`src/sdcbc_pkg.sv`:
```
// constants, command and power-state types shared by the sdram front end
package sdcbc_pkg;
	// array geometry
	localparam int ADDR_W = 13;
	localparam int COL_W = 9;
	localparam int BANKS = 4;
	localparam int BANK_W = 2;
	localparam int DATA_W = 16;
	// address bit that widens a precharge to every bank
	localparam int PRE_ALL_BIT = 10;
	// mode word fields
	localparam int MODE_BL_LSB = 0;
	localparam int MODE_BT_BIT = 3;
	localparam int MODE_CL_LSB = 4;
	localparam logic [2:0] CL_THREE = 3'h3;
	localparam logic [ADDR_W-1:0] MODE_RST = 13'h0000;
	// pin bundle width and reset: strobes and clock gate idle high, everything else low;
	// a low gate here would fake a power-down entry on the first edge after reset
	localparam int PIN_W = 38;
	localparam logic [PIN_W-1:0] PIN_RST = 38'h3e_0000_0000;

	// decoded command at a sampled edge
	typedef enum logic [3:0] {
		CMD_DESELECT = 4'h0,
		CMD_NO_OPERATION = 4'h1,
		CMD_ACTIVATE = 4'h2,
		CMD_READ = 4'h3,
		CMD_WRITE = 4'h4,
		CMD_PRECHARGE = 4'h5,
		CMD_AUTO_REFRESH = 4'h6,
		CMD_MODE_SET = 4'h7,
		CMD_BURST_STOP = 4'h8
	} sdcbc_cmd_e;

	// clock-gate driven power states, one-hot
	typedef enum logic [3:0] {
		PS_RUN = 4'h1,
		PS_POWER_DOWN = 4'h2,
		PS_SUSPEND = 4'h4,
		PS_SELF_REFRESH = 4'h8
	} sdcbc_power_e;

	// strobe levels to command; chip select high means deselect
	function automatic sdcbc_cmd_e sdcbc_decode(input logic cs_n, input logic ras_n,
		input logic cas_n, input logic we_n);
		sdcbc_cmd_e c;
		c = CMD_DESELECT;
		if (!cs_n) begin
			case ({ras_n, cas_n, we_n})
				3'h7: c = CMD_NO_OPERATION;
				3'h3: c = CMD_ACTIVATE;
				3'h5: c = CMD_READ;
				3'h4: c = CMD_WRITE;
				3'h2: c = CMD_PRECHARGE;
				3'h1: c = CMD_AUTO_REFRESH;
				3'h0: c = CMD_MODE_SET;
				default: c = CMD_BURST_STOP;
			endcase
		end
		return c;
	endfunction : sdcbc_decode
endpackage : sdcbc_pkg

```
`src/sdcbc_bank_track.sv`:
```
// per-bank open flag and open row memory
`timescale 1ns/1ps
module sdcbc_bank_track
	import sdcbc_pkg::*;
#(
	parameter int NBANK = BANKS,
	parameter int ROW_W = ADDR_W
) (
	input wire logic core_clk,
	input wire logic rst_n,
	input wire logic act_en,
	input wire logic pre_en,
	input wire logic pre_all,
	input wire logic [BANK_W-1:0] bank,
	input wire logic [ROW_W-1:0] row,
	output logic [NBANK-1:0] bank_open,
	output logic [ROW_W-1:0] sel_row
);
	// row held by each bank while open
	logic [ROW_W-1:0] row_mem [NBANK];

	// row of the addressed bank, for column accesses
	assign sel_row = row_mem[bank];

	// open on activate, close on precharge of this bank or all
	always_ff @(posedge core_clk or negedge rst_n) begin
		if (!rst_n) begin
			bank_open <= '0;
		end else begin
			for (int i = 0; i < NBANK; i++) begin
				if (act_en && bank == BANK_W'(i)) begin
					bank_open[i] <= 1'b1;
				end else if (pre_en && (pre_all || bank == BANK_W'(i))) begin
					bank_open[i] <= 1'b0;
				end
			end
		end
	end

	// row store needs no reset; column accesses read it only while the bank is open, a precharge reads it even when closed
	always_ff @(posedge core_clk) begin
		if (act_en) begin
			row_mem[bank] <= row;
		end
	end
endmodule : sdcbc_bank_track

```
`src/sdcbc_dq_lane.sv`:
```
// read data timing and per-byte output float on the data pins
`timescale 1ns/1ps
module sdcbc_dq_lane
	import sdcbc_pkg::*;
(
	input wire logic core_clk,
	input wire logic rst_n,
	input wire logic slot,
	input wire logic cl3,
	input wire logic [1:0] mask,
	input wire logic [DATA_W-1:0] rdata,
	output logic [DATA_W-1:0] dout,
	output logic [1:0] oe
);
	logic [1:0] mask_d1_q; // mask one edge old
	logic [DATA_W-1:0] rdata_d1_q; // array word one edge old, for latency three

	// mask float lands two edges after sampling, data at the latency slot
	always_ff @(posedge core_clk or negedge rst_n) begin
		if (!rst_n) begin
			mask_d1_q <= 2'h0;
			rdata_d1_q <= '0;
			dout <= '0;
			oe <= 2'h0;
		end else begin
			mask_d1_q <= mask;
			rdata_d1_q <= rdata;
			dout <= cl3 ? rdata_d1_q : rdata;
			oe <= {slot & ~mask_d1_q[1], slot & ~mask_d1_q[0]};
		end
	end
endmodule : sdcbc_dq_lane

```
`src/sdcbc_top.sv`:
```
// command decoder, bank control, byte masking and power states of the sdram
// Overview of operation
// - row uses all address bits, column low nine
// - bank select picks activated or accessed bank
// - deselect ignores commands, work in flight continues
// - strobes decoded at each sampled rising edge
// - read mask high floats byte two cycles later
// - write mask high blocks that byte immediately
// - clock gate low enters low-power state
// - all strobes low loads mode from address
// - column access: read or write by write strobe
// - column commands accepted on every cycle
// - four banks of sixteen-bit words, own state
// - mode holds burst length, order, read latency
// - precharge one bank or all via bit ten
`timescale 1ns/1ps
module sdcbc_top
	import sdcbc_pkg::*;
(
	input wire logic core_clk,
	input wire logic rst_n,
	input wire logic chip_select_n,
	input wire logic row_strobe_n,
	input wire logic col_strobe_n,
	input wire logic write_strobe_n,
	input wire logic clock_gate,
	input wire logic bank_select_lo,
	input wire logic bank_select_hi,
	input wire logic [ADDR_W-1:0] address_bus,
	input wire logic lower_byte_mask,
	input wire logic upper_byte_mask,
	input wire logic [DATA_W-1:0] data_bus_in,
	output logic [DATA_W-1:0] data_bus_out,
	output logic [1:0] data_bus_oe,
	input wire logic [DATA_W-1:0] array_rdata,
	output logic array_act_q,
	output logic array_rd_q,
	output logic array_wr_q,
	output logic array_pre_q,
	output logic array_ref_q,
	output logic [BANK_W-1:0] array_bank_q,
	output logic [ADDR_W-1:0] array_row_q,
	output logic [COL_W-1:0] array_col_q,
	output logic [DATA_W-1:0] array_wdata_q,
	output logic [1:0] array_wbe_q,
	output logic [ADDR_W-1:0] mode_q,
	output logic mode_valid_q,
	output logic cmd_error_q,
	output logic [BANKS-1:0] bank_open,
	output logic [3:0] power_q
);
	// two-flop pin synchroniser; only stage two is read
	logic [PIN_W-1:0] pin_s1_q;
	logic [PIN_W-1:0] pin_s2_q;
	logic [PIN_W-1:0] pin_raw;

	assign pin_raw = {chip_select_n, row_strobe_n, col_strobe_n, write_strobe_n, clock_gate,
		bank_select_hi, bank_select_lo, address_bus, upper_byte_mask, lower_byte_mask,
		data_bus_in};

	// resets to deselect so nothing decodes before the pins settle
	always_ff @(posedge core_clk or negedge rst_n) begin
		if (!rst_n) begin
			pin_s1_q <= PIN_RST;
			pin_s2_q <= PIN_RST;
		end else begin
			pin_s1_q <= pin_raw;
			pin_s2_q <= pin_s1_q;
		end
	end

	// sampled pin fields
	logic cs_s;
	logic ras_s;
	logic cas_s;
	logic we_s;
	logic cke_s;
	logic [BANK_W-1:0] bank_s;
	logic [ADDR_W-1:0] addr_s;
	logic [1:0] mask_s;
	logic [DATA_W-1:0] din_s;

	assign {cs_s, ras_s, cas_s, we_s, cke_s} = pin_s2_q[PIN_W-1 -: 5];
	assign bank_s = pin_s2_q[PIN_W-6 -: BANK_W];
	assign addr_s = pin_s2_q[PIN_W-8 -: ADDR_W];
	assign mask_s = pin_s2_q[DATA_W+1 -: 2];
	assign din_s = pin_s2_q[DATA_W-1:0];

	sdcbc_cmd_e cmd_w;
	assign cmd_w = sdcbc_decode(cs_s, ras_s, cas_s, we_s);

	// commands count only in run state with the gate still high
	logic cmd_live;
	assign cmd_live = (power_q == PS_RUN) && cke_s;

	// bank state of the addressed bank
	logic sel_open;
	logic any_open;
	logic [ADDR_W-1:0] sel_row;
	assign sel_open = bank_open[bank_s];
	assign any_open = |bank_open;

	logic act_ok;
	logic rd_ok;
	logic wr_ok;
	logic pre_ok;
	logic ref_ok;
	logic mrs_ok;
	logic bad_cmd;
	assign act_ok = cmd_live && cmd_w == CMD_ACTIVATE && !sel_open;
	assign rd_ok = cmd_live && cmd_w == CMD_READ && sel_open;
	assign wr_ok = cmd_live && cmd_w == CMD_WRITE && sel_open;
	assign pre_ok = cmd_live && cmd_w == CMD_PRECHARGE;
	assign ref_ok = cmd_live && cmd_w == CMD_AUTO_REFRESH && !any_open;
	assign mrs_ok = cmd_live && cmd_w == CMD_MODE_SET && !any_open;
	assign bad_cmd = cmd_live && ((cmd_w == CMD_ACTIVATE && sel_open)
		|| ((cmd_w == CMD_READ || cmd_w == CMD_WRITE) && !sel_open)
		|| ((cmd_w == CMD_AUTO_REFRESH || cmd_w == CMD_MODE_SET) && any_open));

	sdcbc_bank_track #(
		.NBANK(BANKS),
		.ROW_W(ADDR_W)
	) u_banks (
		.core_clk(core_clk),
		.rst_n(rst_n),
		.act_en(act_ok),
		.pre_en(pre_ok),
		.pre_all(addr_s[PRE_ALL_BIT]),
		.bank(bank_s),
		.row(addr_s),
		.bank_open(bank_open),
		.sel_row(sel_row)
	);

	// new command every cycle
	// array strobes: one-cycle pulses, one edge after the sampled command
	always_ff @(posedge core_clk or negedge rst_n) begin
		if (!rst_n) begin
			array_act_q <= 1'b0;
			array_rd_q <= 1'b0;
			array_wr_q <= 1'b0;
			array_pre_q <= 1'b0;
			array_ref_q <= 1'b0;
			cmd_error_q <= 1'b0;
		end else begin
			array_act_q <= act_ok;
			array_rd_q <= rd_ok;
			array_wr_q <= wr_ok;
			array_pre_q <= pre_ok;
			array_ref_q <= ref_ok;
			cmd_error_q <= bad_cmd;
		end
	end

	// row on activate, column from low nine bits
	always_ff @(posedge core_clk or negedge rst_n) begin
		if (!rst_n) begin
			array_bank_q <= '0;
			array_row_q <= '0;
			array_col_q <= '0;
		end else if (act_ok || rd_ok || wr_ok || pre_ok) begin
			array_bank_q <= bank_s;
			array_row_q <= act_ok ? addr_s : sel_row;
			array_col_q <= addr_s[COL_W-1:0];
		end
	end

	always_ff @(posedge core_clk or negedge rst_n) begin
		if (!rst_n) begin
			array_wdata_q <= '0;
			array_wbe_q <= 2'h0;
		end else begin
			array_wdata_q <= din_s;
			array_wbe_q <= wr_ok ? ~mask_s : 2'h0;
		end
	end

	// burst and latency fields held here
	always_ff @(posedge core_clk or negedge rst_n) begin
		if (!rst_n) begin
			mode_q <= MODE_RST;
			mode_valid_q <= 1'b0;
		end else if (mrs_ok) begin
			mode_q <= addr_s;
			mode_valid_q <= 1'b1;
		end
	end

	// read latency of three selected; anything else runs at two
	logic cl3;
	assign cl3 = mode_q[MODE_CL_LSB +: 3] == CL_THREE;

	// read slot pipe; keeps running across deselect so reads finish
	logic [1:0] rd_pipe_q;
	logic out_slot;
	always_ff @(posedge core_clk or negedge rst_n) begin
		if (!rst_n) begin
			rd_pipe_q <= 2'h0;
		end else begin
			rd_pipe_q <= {rd_pipe_q[0], rd_ok};
		end
	end
	assign out_slot = cl3 ? rd_pipe_q[1] : rd_pipe_q[0];

	sdcbc_dq_lane u_dq (
		.core_clk(core_clk),
		.rst_n(rst_n),
		.slot(out_slot),
		.cl3(cl3),
		.mask(mask_s),
		.rdata(array_rdata),
		.dout(data_bus_out),
		.oe(data_bus_oe)
	);

	sdcbc_power_e power_d;
	logic busy;
	assign busy = (|rd_pipe_q) || array_rd_q || array_wr_q;

	always_comb begin
		power_d = sdcbc_power_e'(power_q);
		case (power_q)
			PS_RUN: begin
				if (!cke_s) begin
					if (cmd_w == CMD_AUTO_REFRESH && !any_open) begin
						power_d = PS_SELF_REFRESH;
					end else if (busy) begin
						power_d = PS_SUSPEND;
					end else begin
						power_d = PS_POWER_DOWN;
					end
				end
			end
			PS_POWER_DOWN, PS_SUSPEND, PS_SELF_REFRESH: begin
				if (cke_s) begin
					power_d = PS_RUN;
				end
			end
			default: power_d = PS_RUN;
		endcase
	end

	// power state register
	always_ff @(posedge core_clk or negedge rst_n) begin
		if (!rst_n) begin
			power_q <= PS_RUN;
		end else begin
			power_q <= power_d;
		end
	end
endmodule : sdcbc_top

```
`config.mk`:
```
export PLATFORM = sky130hd
export DESIGN_NAME = sdcbc_top
export DESIGN_NICKNAME = d
export VERILOG_FILES = /design/src/sdcbc_pkg.sv /design/src/sdcbc_bank_track.sv /design/src/sdcbc_dq_lane.sv /design/src/sdcbc_top.sv
export SDC_FILE = /design/constraint.sdc
export NUM_CORES = 1
export LEC_CHECK = 0
export BUFFER_PORTS_ARGS = -buffer_cell sky130_fd_sc_hd__buf_4
export CAP_MARGIN = 30
export CORE_MARGIN = 2
export CORE_UTILIZATION = 54
export DETAILED_ROUTE_END_ITERATION = 7
export PLACE_DENSITY = 0.87
export SYNTH_ARGS = -nofsm -noshare
export SYNTH_HDL_FRONTEND = slang
export SYNTH_HIERARCHICAL = 1
export SYNTH_SLANG_ARGS = --single-unit
```
`constraint.sdc`:
```
create_clock -name core_clk -period 4.55 [get_ports core_clk]
set_clock_uncertainty 0.05 [all_clocks]
set_input_delay 0.455 -clock core_clk [delete_from_list [all_inputs] [get_ports core_clk]]
set_output_delay 0.455 -clock core_clk [all_outputs]
set_load 0.02 [all_outputs]
```
==> flow_metrics.tcl, run 1 <==
set metrics [dict create \
    gp_congestion 0.750 \
    die_w_um 124 \
    dpl.hpwl_mm 9.74 \
    wl_per_cell_um 20.9 \
    remaining_drc_errors 0 \
    power_density_mw_per_mm2 564 \
    grt_max_degree 96 \
    cts_tree "yes" \
    status "finished clean" \
    final_nets 609 \
    setup_tns_ns 0 \
    cts_buffers 23 \
    grt_overflow 0 \
    dieArea_mm2 0.0154 \
    synth_fa_ha_area_share_pct 0 \
    grtUsageTotal_pct 20.4 \
    detailed_place.area_mm2 0.00909 \
    arrival_ns 3.39 \
    timing.final.setup_violations 0 \
    min_path_type "input pin to register" \
    synth_area_leaders "dfrtp_1 (55%), edfxtp_1 (20%), mux2_2 (6.9%)" \
    period_minus_slack_ns 3.25 \
    worstHoldStart "data_bus_in[8]" \
    yosys.area.top_type "dfrtp_1" \
    yosysWarningCount 6 \
    synth_cell_types 37 \
    yosysSeqAreaShare_pct 78.8 \
    drtIter0Drc 187 \
    crit_fanout 23 \
    syn-cell-area_mm2 0.00781 \
    cap_violations 0 \
    worstSetupPathType "register to register" \
    area_growth_pct 26.2 \
    r2r_start "pin_s2_q[32]" \
    cts_root_buffer "clkbuf_16" \
    crit_start "pin_s2_q[32]" \
    drive_gt1_share_pct 50.6 \
    die_y_um 124 \
    tightest_slew_ns 0.896 \
    antenna_found_initial 0 \
    drt_pass1_iterations 4 \
    ys_seq_elements 235 \
    worst_ir_drop_vdd_v 0.000415 \
    synthXorXnorAreaFrac_pct 0.112 \
    grt_pass1_vias 4428 \
    drt-vias-per-instance 5.33 \
    post_cts_buffers 0 \
    synth_nets 445 \
    hold_viol 0 \
    antenna_left 0 \
    cp-start-kind "register" \
    synthCells 389 \
    cts_max_level 1 \
    place_ws_ns 1.31 \
    post_cts_resized 0 \
    slew_violations 0 \
    finalNonFillerCells 749 \
    synthMuxAreaShare_pct 14.6 \
    final_core_util_pct 70.5 \
    synth_top_area_share_pct 55.1 \
    core_area_mm2 0.0140 \
    crit_required_ns 4.69 \
    relSlewSlack_pct 40.3 \
    cts_max_path_buffers 3 \
    synth_top_family_by_area "multiplexers" \
    rows 43 \
    finalCritPeriodShare_pct 71.4 \
    crit_path_end_kind "register" \
    grt_setup_unrepaired "no" \
    place_inst 706 \
    synth_compound_area_share_pct 1.20 \
    clock.fmax_ghz 0.308 \
    yosys.area_share.simple_pct 3.54 \
    initial_core_util_pct 55.8 \
    wl_mm 15.6 \
    fin_area_mm2 0.00986 \
    port_buffers 143 \
    clock-sinks 235 \
    worst_skew_pair.late_latency_ns 0.49 \
    leakagePower_nw 4.42 \
    syn_avg_cell_area_um2 20.1 \
    ios 144 \
    num_vias 3992 \
    fin_ws_ns 1.30 \
    grt_pass1_wl_mm 24.5 \
    cts.reportedPaths.clkPinSlew_ns 0.06 \
    diodes 0 \
]
==> routing by layer <==
metal	global-route usage (%)	part of all wire [%]
met1	25.3	38
met3	7.13	9.3
met2	34.3	51
met5	0	0
met4	5.82	2.2
==> area by class of cell <==
type | instances | area [um2]
tap | 180 | 225
multi-input combinational | 139 | 1550
clock inverter | 6 | 80.1
timing repair buffer | 151 | 1170
fill | 844 | 4130
clock buffer | 35 | 671
sequential | 235 | 6150
inverter | 3 | 11.3
==> critical path, stage by stage, from the launching register on <==
cell and delay [ns]:
dfrtp_1 0.92, mux4_2 0.68, nor3_1 0.42, nor3b_2 0.59, buf_4 0.29
==> synth_stat cells <==
| master | count |
|---|---|
| nor2_1 | 6 |
| nand3b_1 | 4 |
| buf_12 | 2 |
| a31o_2 | 4 |
| nor2b_1 | 3 |
| nand2_1 | 5 |
| buf_4 | 1 |
| or3b_1 | 1 |
| nor4_1 | 3 |
| xor2_1 | 1 |
| and3b_1 | 3 |
| o21ai_0 | 3 |
| o21ai_1 | 1 |
| and3_1 | 3 |
| nand2b_1 | 3 |
| edfxtp_1 | 52 |
| mux4_2 | 14 |
| nor3b_1 | 1 |
| o211ai_1 | 1 |
| or4b_4 | 2 |
| mux2_4 | 19 |
| or2b_1 | 1 |
| nor3_1 | 4 |
| a22o_2 | 1 |
| a21o_1 | 1 |
| or2_4 | 1 |
| dfrtp_1 | 172 |
| dfstp_2 | 11 |
| buf_6 | 5 |
| or2_2 | 1 |
| or4_1 | 1 |
| mux2_2 | 48 |
| inv_1 | 3 |
| a21oi_1 | 1 |
| a22o_1 | 1 |
| buf_2 | 4 |
| nand3_1 | 2 |
==> flip-flops by register name (all words and copies together), names as in the netlist, 9 cells and up <==
name,flops
u_banks/row_mem,52
u_dq/rdata_d1_q,16
array_col_q,9
mode_q,13
u_dq/dout,16
array_wdata_q,16
array_row_q,13
pin_s1_q,38
pin_s2_q,38
==> layout by cell type (no fill, tap or decap), types with 2 or more instances in the layout <==
cell type / Yosys / routed
dfrtp_1: 172 / 172
buf_4: 1 / 146
edfxtp_1: 52 / 52
mux2_2: 48 / 48
clkbuf_16: 0 / 23
mux2_4: 19 / 19
mux4_2: 14 / 14
dfstp_2: 11 / 11
clkbuf_1: 0 / 7
clkbuf_8: 0 / 6
nor2_1: 6 / 5
nand2_1: 5 / 5
nand3b_1: 4 / 4
nor3_1: 4 / 4
clkinv_2: 0 / 4
a31o_2: 4 / 4
nand2b_1: 3 / 3
and3b_1: 3 / 3
inv_1: 3 / 3
and3_1: 3 / 3
nor2b_1: 3 / 3
o21ai_0: 3 / 3
or4b_4: 2 / 2
nor4_1: 3 / 2
nand3_1: 2 / 2
bufinv_16: 0 / 2
dlygate4sd3_1: 0 / 2
==> metrics by stage <==
stage,hold slack [ns],power (mW)
2_1_floorplan,0.109,3.20
3_3_place_gp,0.281,3.68
3_5_place_dp,0.285,3.73
4_1_cts,0.00300,5.61
5_1_grt,0.000491,5.79
6_report,0.0129,5.56
==> path summary, 6_finish.rpt <==
| path | endpoint | slack (ns) | cells past startpoint |
|---|---|---|---|
| max | u_banks/row_mem[0][4] | 1.30 | 4 |
| min | pin_s1_q[8] | 0.01 | 1 |
| max reg2reg | u_banks/row_mem[0][4] | 1.30 | 4 |
| min reg2reg | pin_s2_q[29] | 0.30 | 0 |
| max in group asynchronous | pin_s1_q[34] | 2.71 | 4 |
| min in group asynchronous | pin_s1_q[3] | 0.41 | 2 |
==> where the power goes <==
part / leakage, nW / total [mW] / switching (mW) / internal (mW)
Sequential: 2.66 / 2.59 / 0.166 / 2.42
Clock: 0.372 / 1.87 / 0.740 / 1.13
Combinational: 1.39 / 1.11 / 0.569 / 0.542
==> what timing repair did <==
action,CTS,global route
endpoints found under the hold margin,44,1
setup endpoints to repair,0,0
hold buffers,1,1
==> cell families (layout without fill, tap and decap cells) <==
kind of cell,after synthesis,after routing
xor+xnor,1,1
compound gates,13,13
flops,235,235
mux,81,81
buf+inv,15,195
simple gates,44,44
(Power assumes the default switching activity.)
==> run 2: changes to the inputs <==
- ABC_AREA: not set -> 1
- CORE_UTILIZATION: 54 -> 55
- PLACE_DENSITY: 0.87 -> 0.88
- clock period: 4.55 -> 3.2 ns (I/O delays scaled with it)
==> run 2 against run 1 <==
- final area is 7.2% higher
- worst setup slack worse by 0.47 ns
- highest routed layer unchanged
- largest power group unchanged
- global-route usage is 2.1 points higher
- power is 38% higher
- critical endpoint is now u_banks/row_mem[0][1]
- core utilization is 2.3 points higher
- count of clock-buffer cells in the layout is 5 lower
- hold slack better by 0.28 ns
- combinational power is 32% higher
- largest cell class unchanged
- final cell count is 39% higher
- synthesized area is 4.5% higher
- wire length is 10% higher
==> flow_metrics.tcl, run 2 <==
set metrics [dict create \
    antenna_left 0 \
    cp_common_cell "nand2_1" \
    wl_mm 17.2 \
    place_inst 947 \
    multi_input_area_mm2 0.00159 \
    tightest_slew_ns 0.856 \
    synthCells 635 \
    final_core_util_pct 72.8 \
    slew_violations 0 \
    syn_avg_cell_area_um2 12.9 \
    reg2reg_to "u_banks/row_mem[0][1]" \
    wl_per_cell_um 16.5 \
    grtUsageTotal_pct 22.5 \
    grt_max_degree 112 \
    clock.fmax_ghz 0.422 \
    final_cell_mix "nand2_1 (182), dfrtp_1 (172), buf_4 (146)" \
    relSlewSlack_pct 42.9 \
    grt_overflow 0 \
    die_w_um 126 \
    area_growth_pct 29.6 \
    gp_congestion 0.806 \
    grt_use_met1_pct 28.3 \
    fin_area_mm2 0.0106 \
    cts_buffers 23 \
    worst_ir_drop_vdd_v 0.000443 \
    dieArea_mm2 0.0158 \
    slowest_stage "inv_1" \
    diodes 0 \
    ys_top_cells_by_count "nand2_1 (182), dfrtp_1 (172), edfxtp_1 (52), inv_1 (39), nand2_2 (35)" \
    synth-main-ff-cell "dfrtp_1" \
    timing.final.setup_violations 0 \
    synth_cell_types 29 \
    period_minus_slack_ns 2.37 \
    cp_slowest_stage_delay_ns 0.51 \
    cts_max_level 1 \
    cts_max_path_buffers 3 \
    use_met2_pct 38.6 \
    dpl.hpwl_mm 10.4 \
    worst_skew_pair.late_latency_ns 0.50 \
    synth_top_area_share_pct 52.7 \
    die_y_um 126 \
    initial_core_util_pct 56.2 \
    finalCritPeriodShare_pct 74.1 \
    drtIter0Drc 393 \
    min_path_type "register to register" \
    rrSetupSlack_ns 0.83 \
    yosysMostFrequentCell "nand2_1" \
    ys_seq_elements 235 \
    drt_pass1_iterations 5 \
    fillers 946 \
    worstSetupPathType "register to register" \
    finalNonFillerCells 1042 \
    yosys.area.top_type "dfrtp_1" \
    largest_reg_flops 52 \
    largest_register "u_banks/row_mem" \
    syn-cell-area_mm2 0.00816 \
    antenna_found_initial 0 \
    final_nets 899 \
    drt-vias-per-instance 5.06 \
    yosysWarningCount 6 \
    top_regs "u_banks/row_mem (52), pin_s1_q (38), pin_s2_q (38)" \
    grt_pass1_wl_mm 28.1 \
    grtUsageMet3_pct 6.29 \
    leakagePower_nw 5.04 \
    ios 144 \
    cts_tree "yes" \
    crit_fanout 20 \
    hold_viol 0 \
    hold_end "pin_s2_q[29]" \
    path_cells "buf_4 > nand2_1 > nand2_1 > nand2_1 > nand2_2 > nand2_2 > inv_1 > nand3_2 > inv_1" \
    worstHoldStart "pin_s1_q[29]" \
    arrival_ns 2.45 \
    detailed_place.area_mm2 0.00929 \
    cp-start-kind "register" \
    remaining_drc_errors 0 \
    core_area_mm2 0.0145 \
    seqCellArea_mm2 0.00615 \
    setup_tns_ns 0 \
    cap_violations 0 \
    synth_nets 691 \
    grt_pass1_vias 5478 \
    synth-edff-count 52 \
    r2r_start "pin_s2_q[31]" \
    grt-busiest-layer "met2" \
    cts_root_buffer "clkbuf_16" \
    crit_required_ns 3.28 \
    cts.reportedPaths.clkPinSlew_ns 0.06 \
    num_vias 5268 \
    r2r_cells 9 \
    rows 44 \
    total_power_mw 7.68 \
    power_density_mw_per_mm2 726 \
    grt_setup_unrepaired "no" \
    clock-sinks 235 \
    status "finished clean" \
    async_reset_ff_share_pct 77.9 \
    synth_area_leaders "dfrtp_1 (53%), edfxtp_1 (19%), nand2_1 (8.4%)" \
    holdPathStages 0 \
    crit_path_end_kind "register" \
    final_common_cell "nand2_1" \
    drive_gt1_share_pct 30.1 \
    yosysSeqAreaShare_pct 75.4 \
    port_buffers 143 \
]
-- run 2: metrics by stage --
step / hold slack, ns / setup slack, ns
2_1_floorplan: -0.0256 / 0.765
3_3_place_gp: 0.282 / 1.00
3_5_place_dp: 0.285 / 0.902
4_1_cts: 0.298 / 0.857
5_1_grt: 0.305 / 0.707
6_report: 0.296 / 0.830
-- run 2: worst max path at each step --
stage / startpoint / end / cells after the start
final: pin_s2_q[31] / u_banks/row_mem[0][1] / 9
after global routing: pin_s2_q[31] / u_banks/row_mem[1][7] / 9
after CTS: pin_s2_q[31] / u_banks/row_mem[1][10] / 9
after detailed placement: pin_s2_q[31] / u_banks/row_mem[1][1] / 9
after global placement: pin_s2_q[31] / u_banks/row_mem[1][1] / 9
after floorplan: power_q[0] / u_banks/row_mem[3][0] / 9
-- run 2: logic make-up after synthesis --
family	after synthesis	synth area share [%]
AO/OA/AOI/OAI	34	2.12
buffers and inverters	67	5.06
flip-flops	235	75.4
AND/OR/NAND/NOR	299	17.4
-- run 2: critical path, delay by kind of cell, from the launching register on --
| kind | cells | cell delay, ns |
|---|---|---|
| buf+inv | 3 | 1.02 |
| simple gates | 6 | 0.54 |
| flops | 1 | 0.37 |
-- run 2: per-layer routing --
metal / vias up / routed length (um)
met5: - / 0
met4: 0 / 299
met3: 25 / 1430
met2: 200 / 8860
met1: 2585 / 6630
li1: 2458 / -
-- run 2: repair_timing --
item                                   in CTS  in global routing
gates resized for setup                     0                  0
hold buffers                               55                  0
setup buffers                               0                  0
endpoints found under the hold margin     169                  0
-- run 2: report_power, final --
part | internal, mW | switching, mW | leakage, nW
sequential | 3.41 | 0.232 | 2.67
clock | 1.52 | 1.06 | 0.363
combinational | 0.614 | 0.844 | 2.01
-- run 2: cell type report --
cell class                 count  share of cell area, %
sequential                   235                   58.2
timing repair buffer         203                   15.9
multi-input combinational    333                   15.1
clock buffer                  30                   6.19
tap                          184                   2.18
inverter                      47                   1.74
clock inverter                10                  0.722
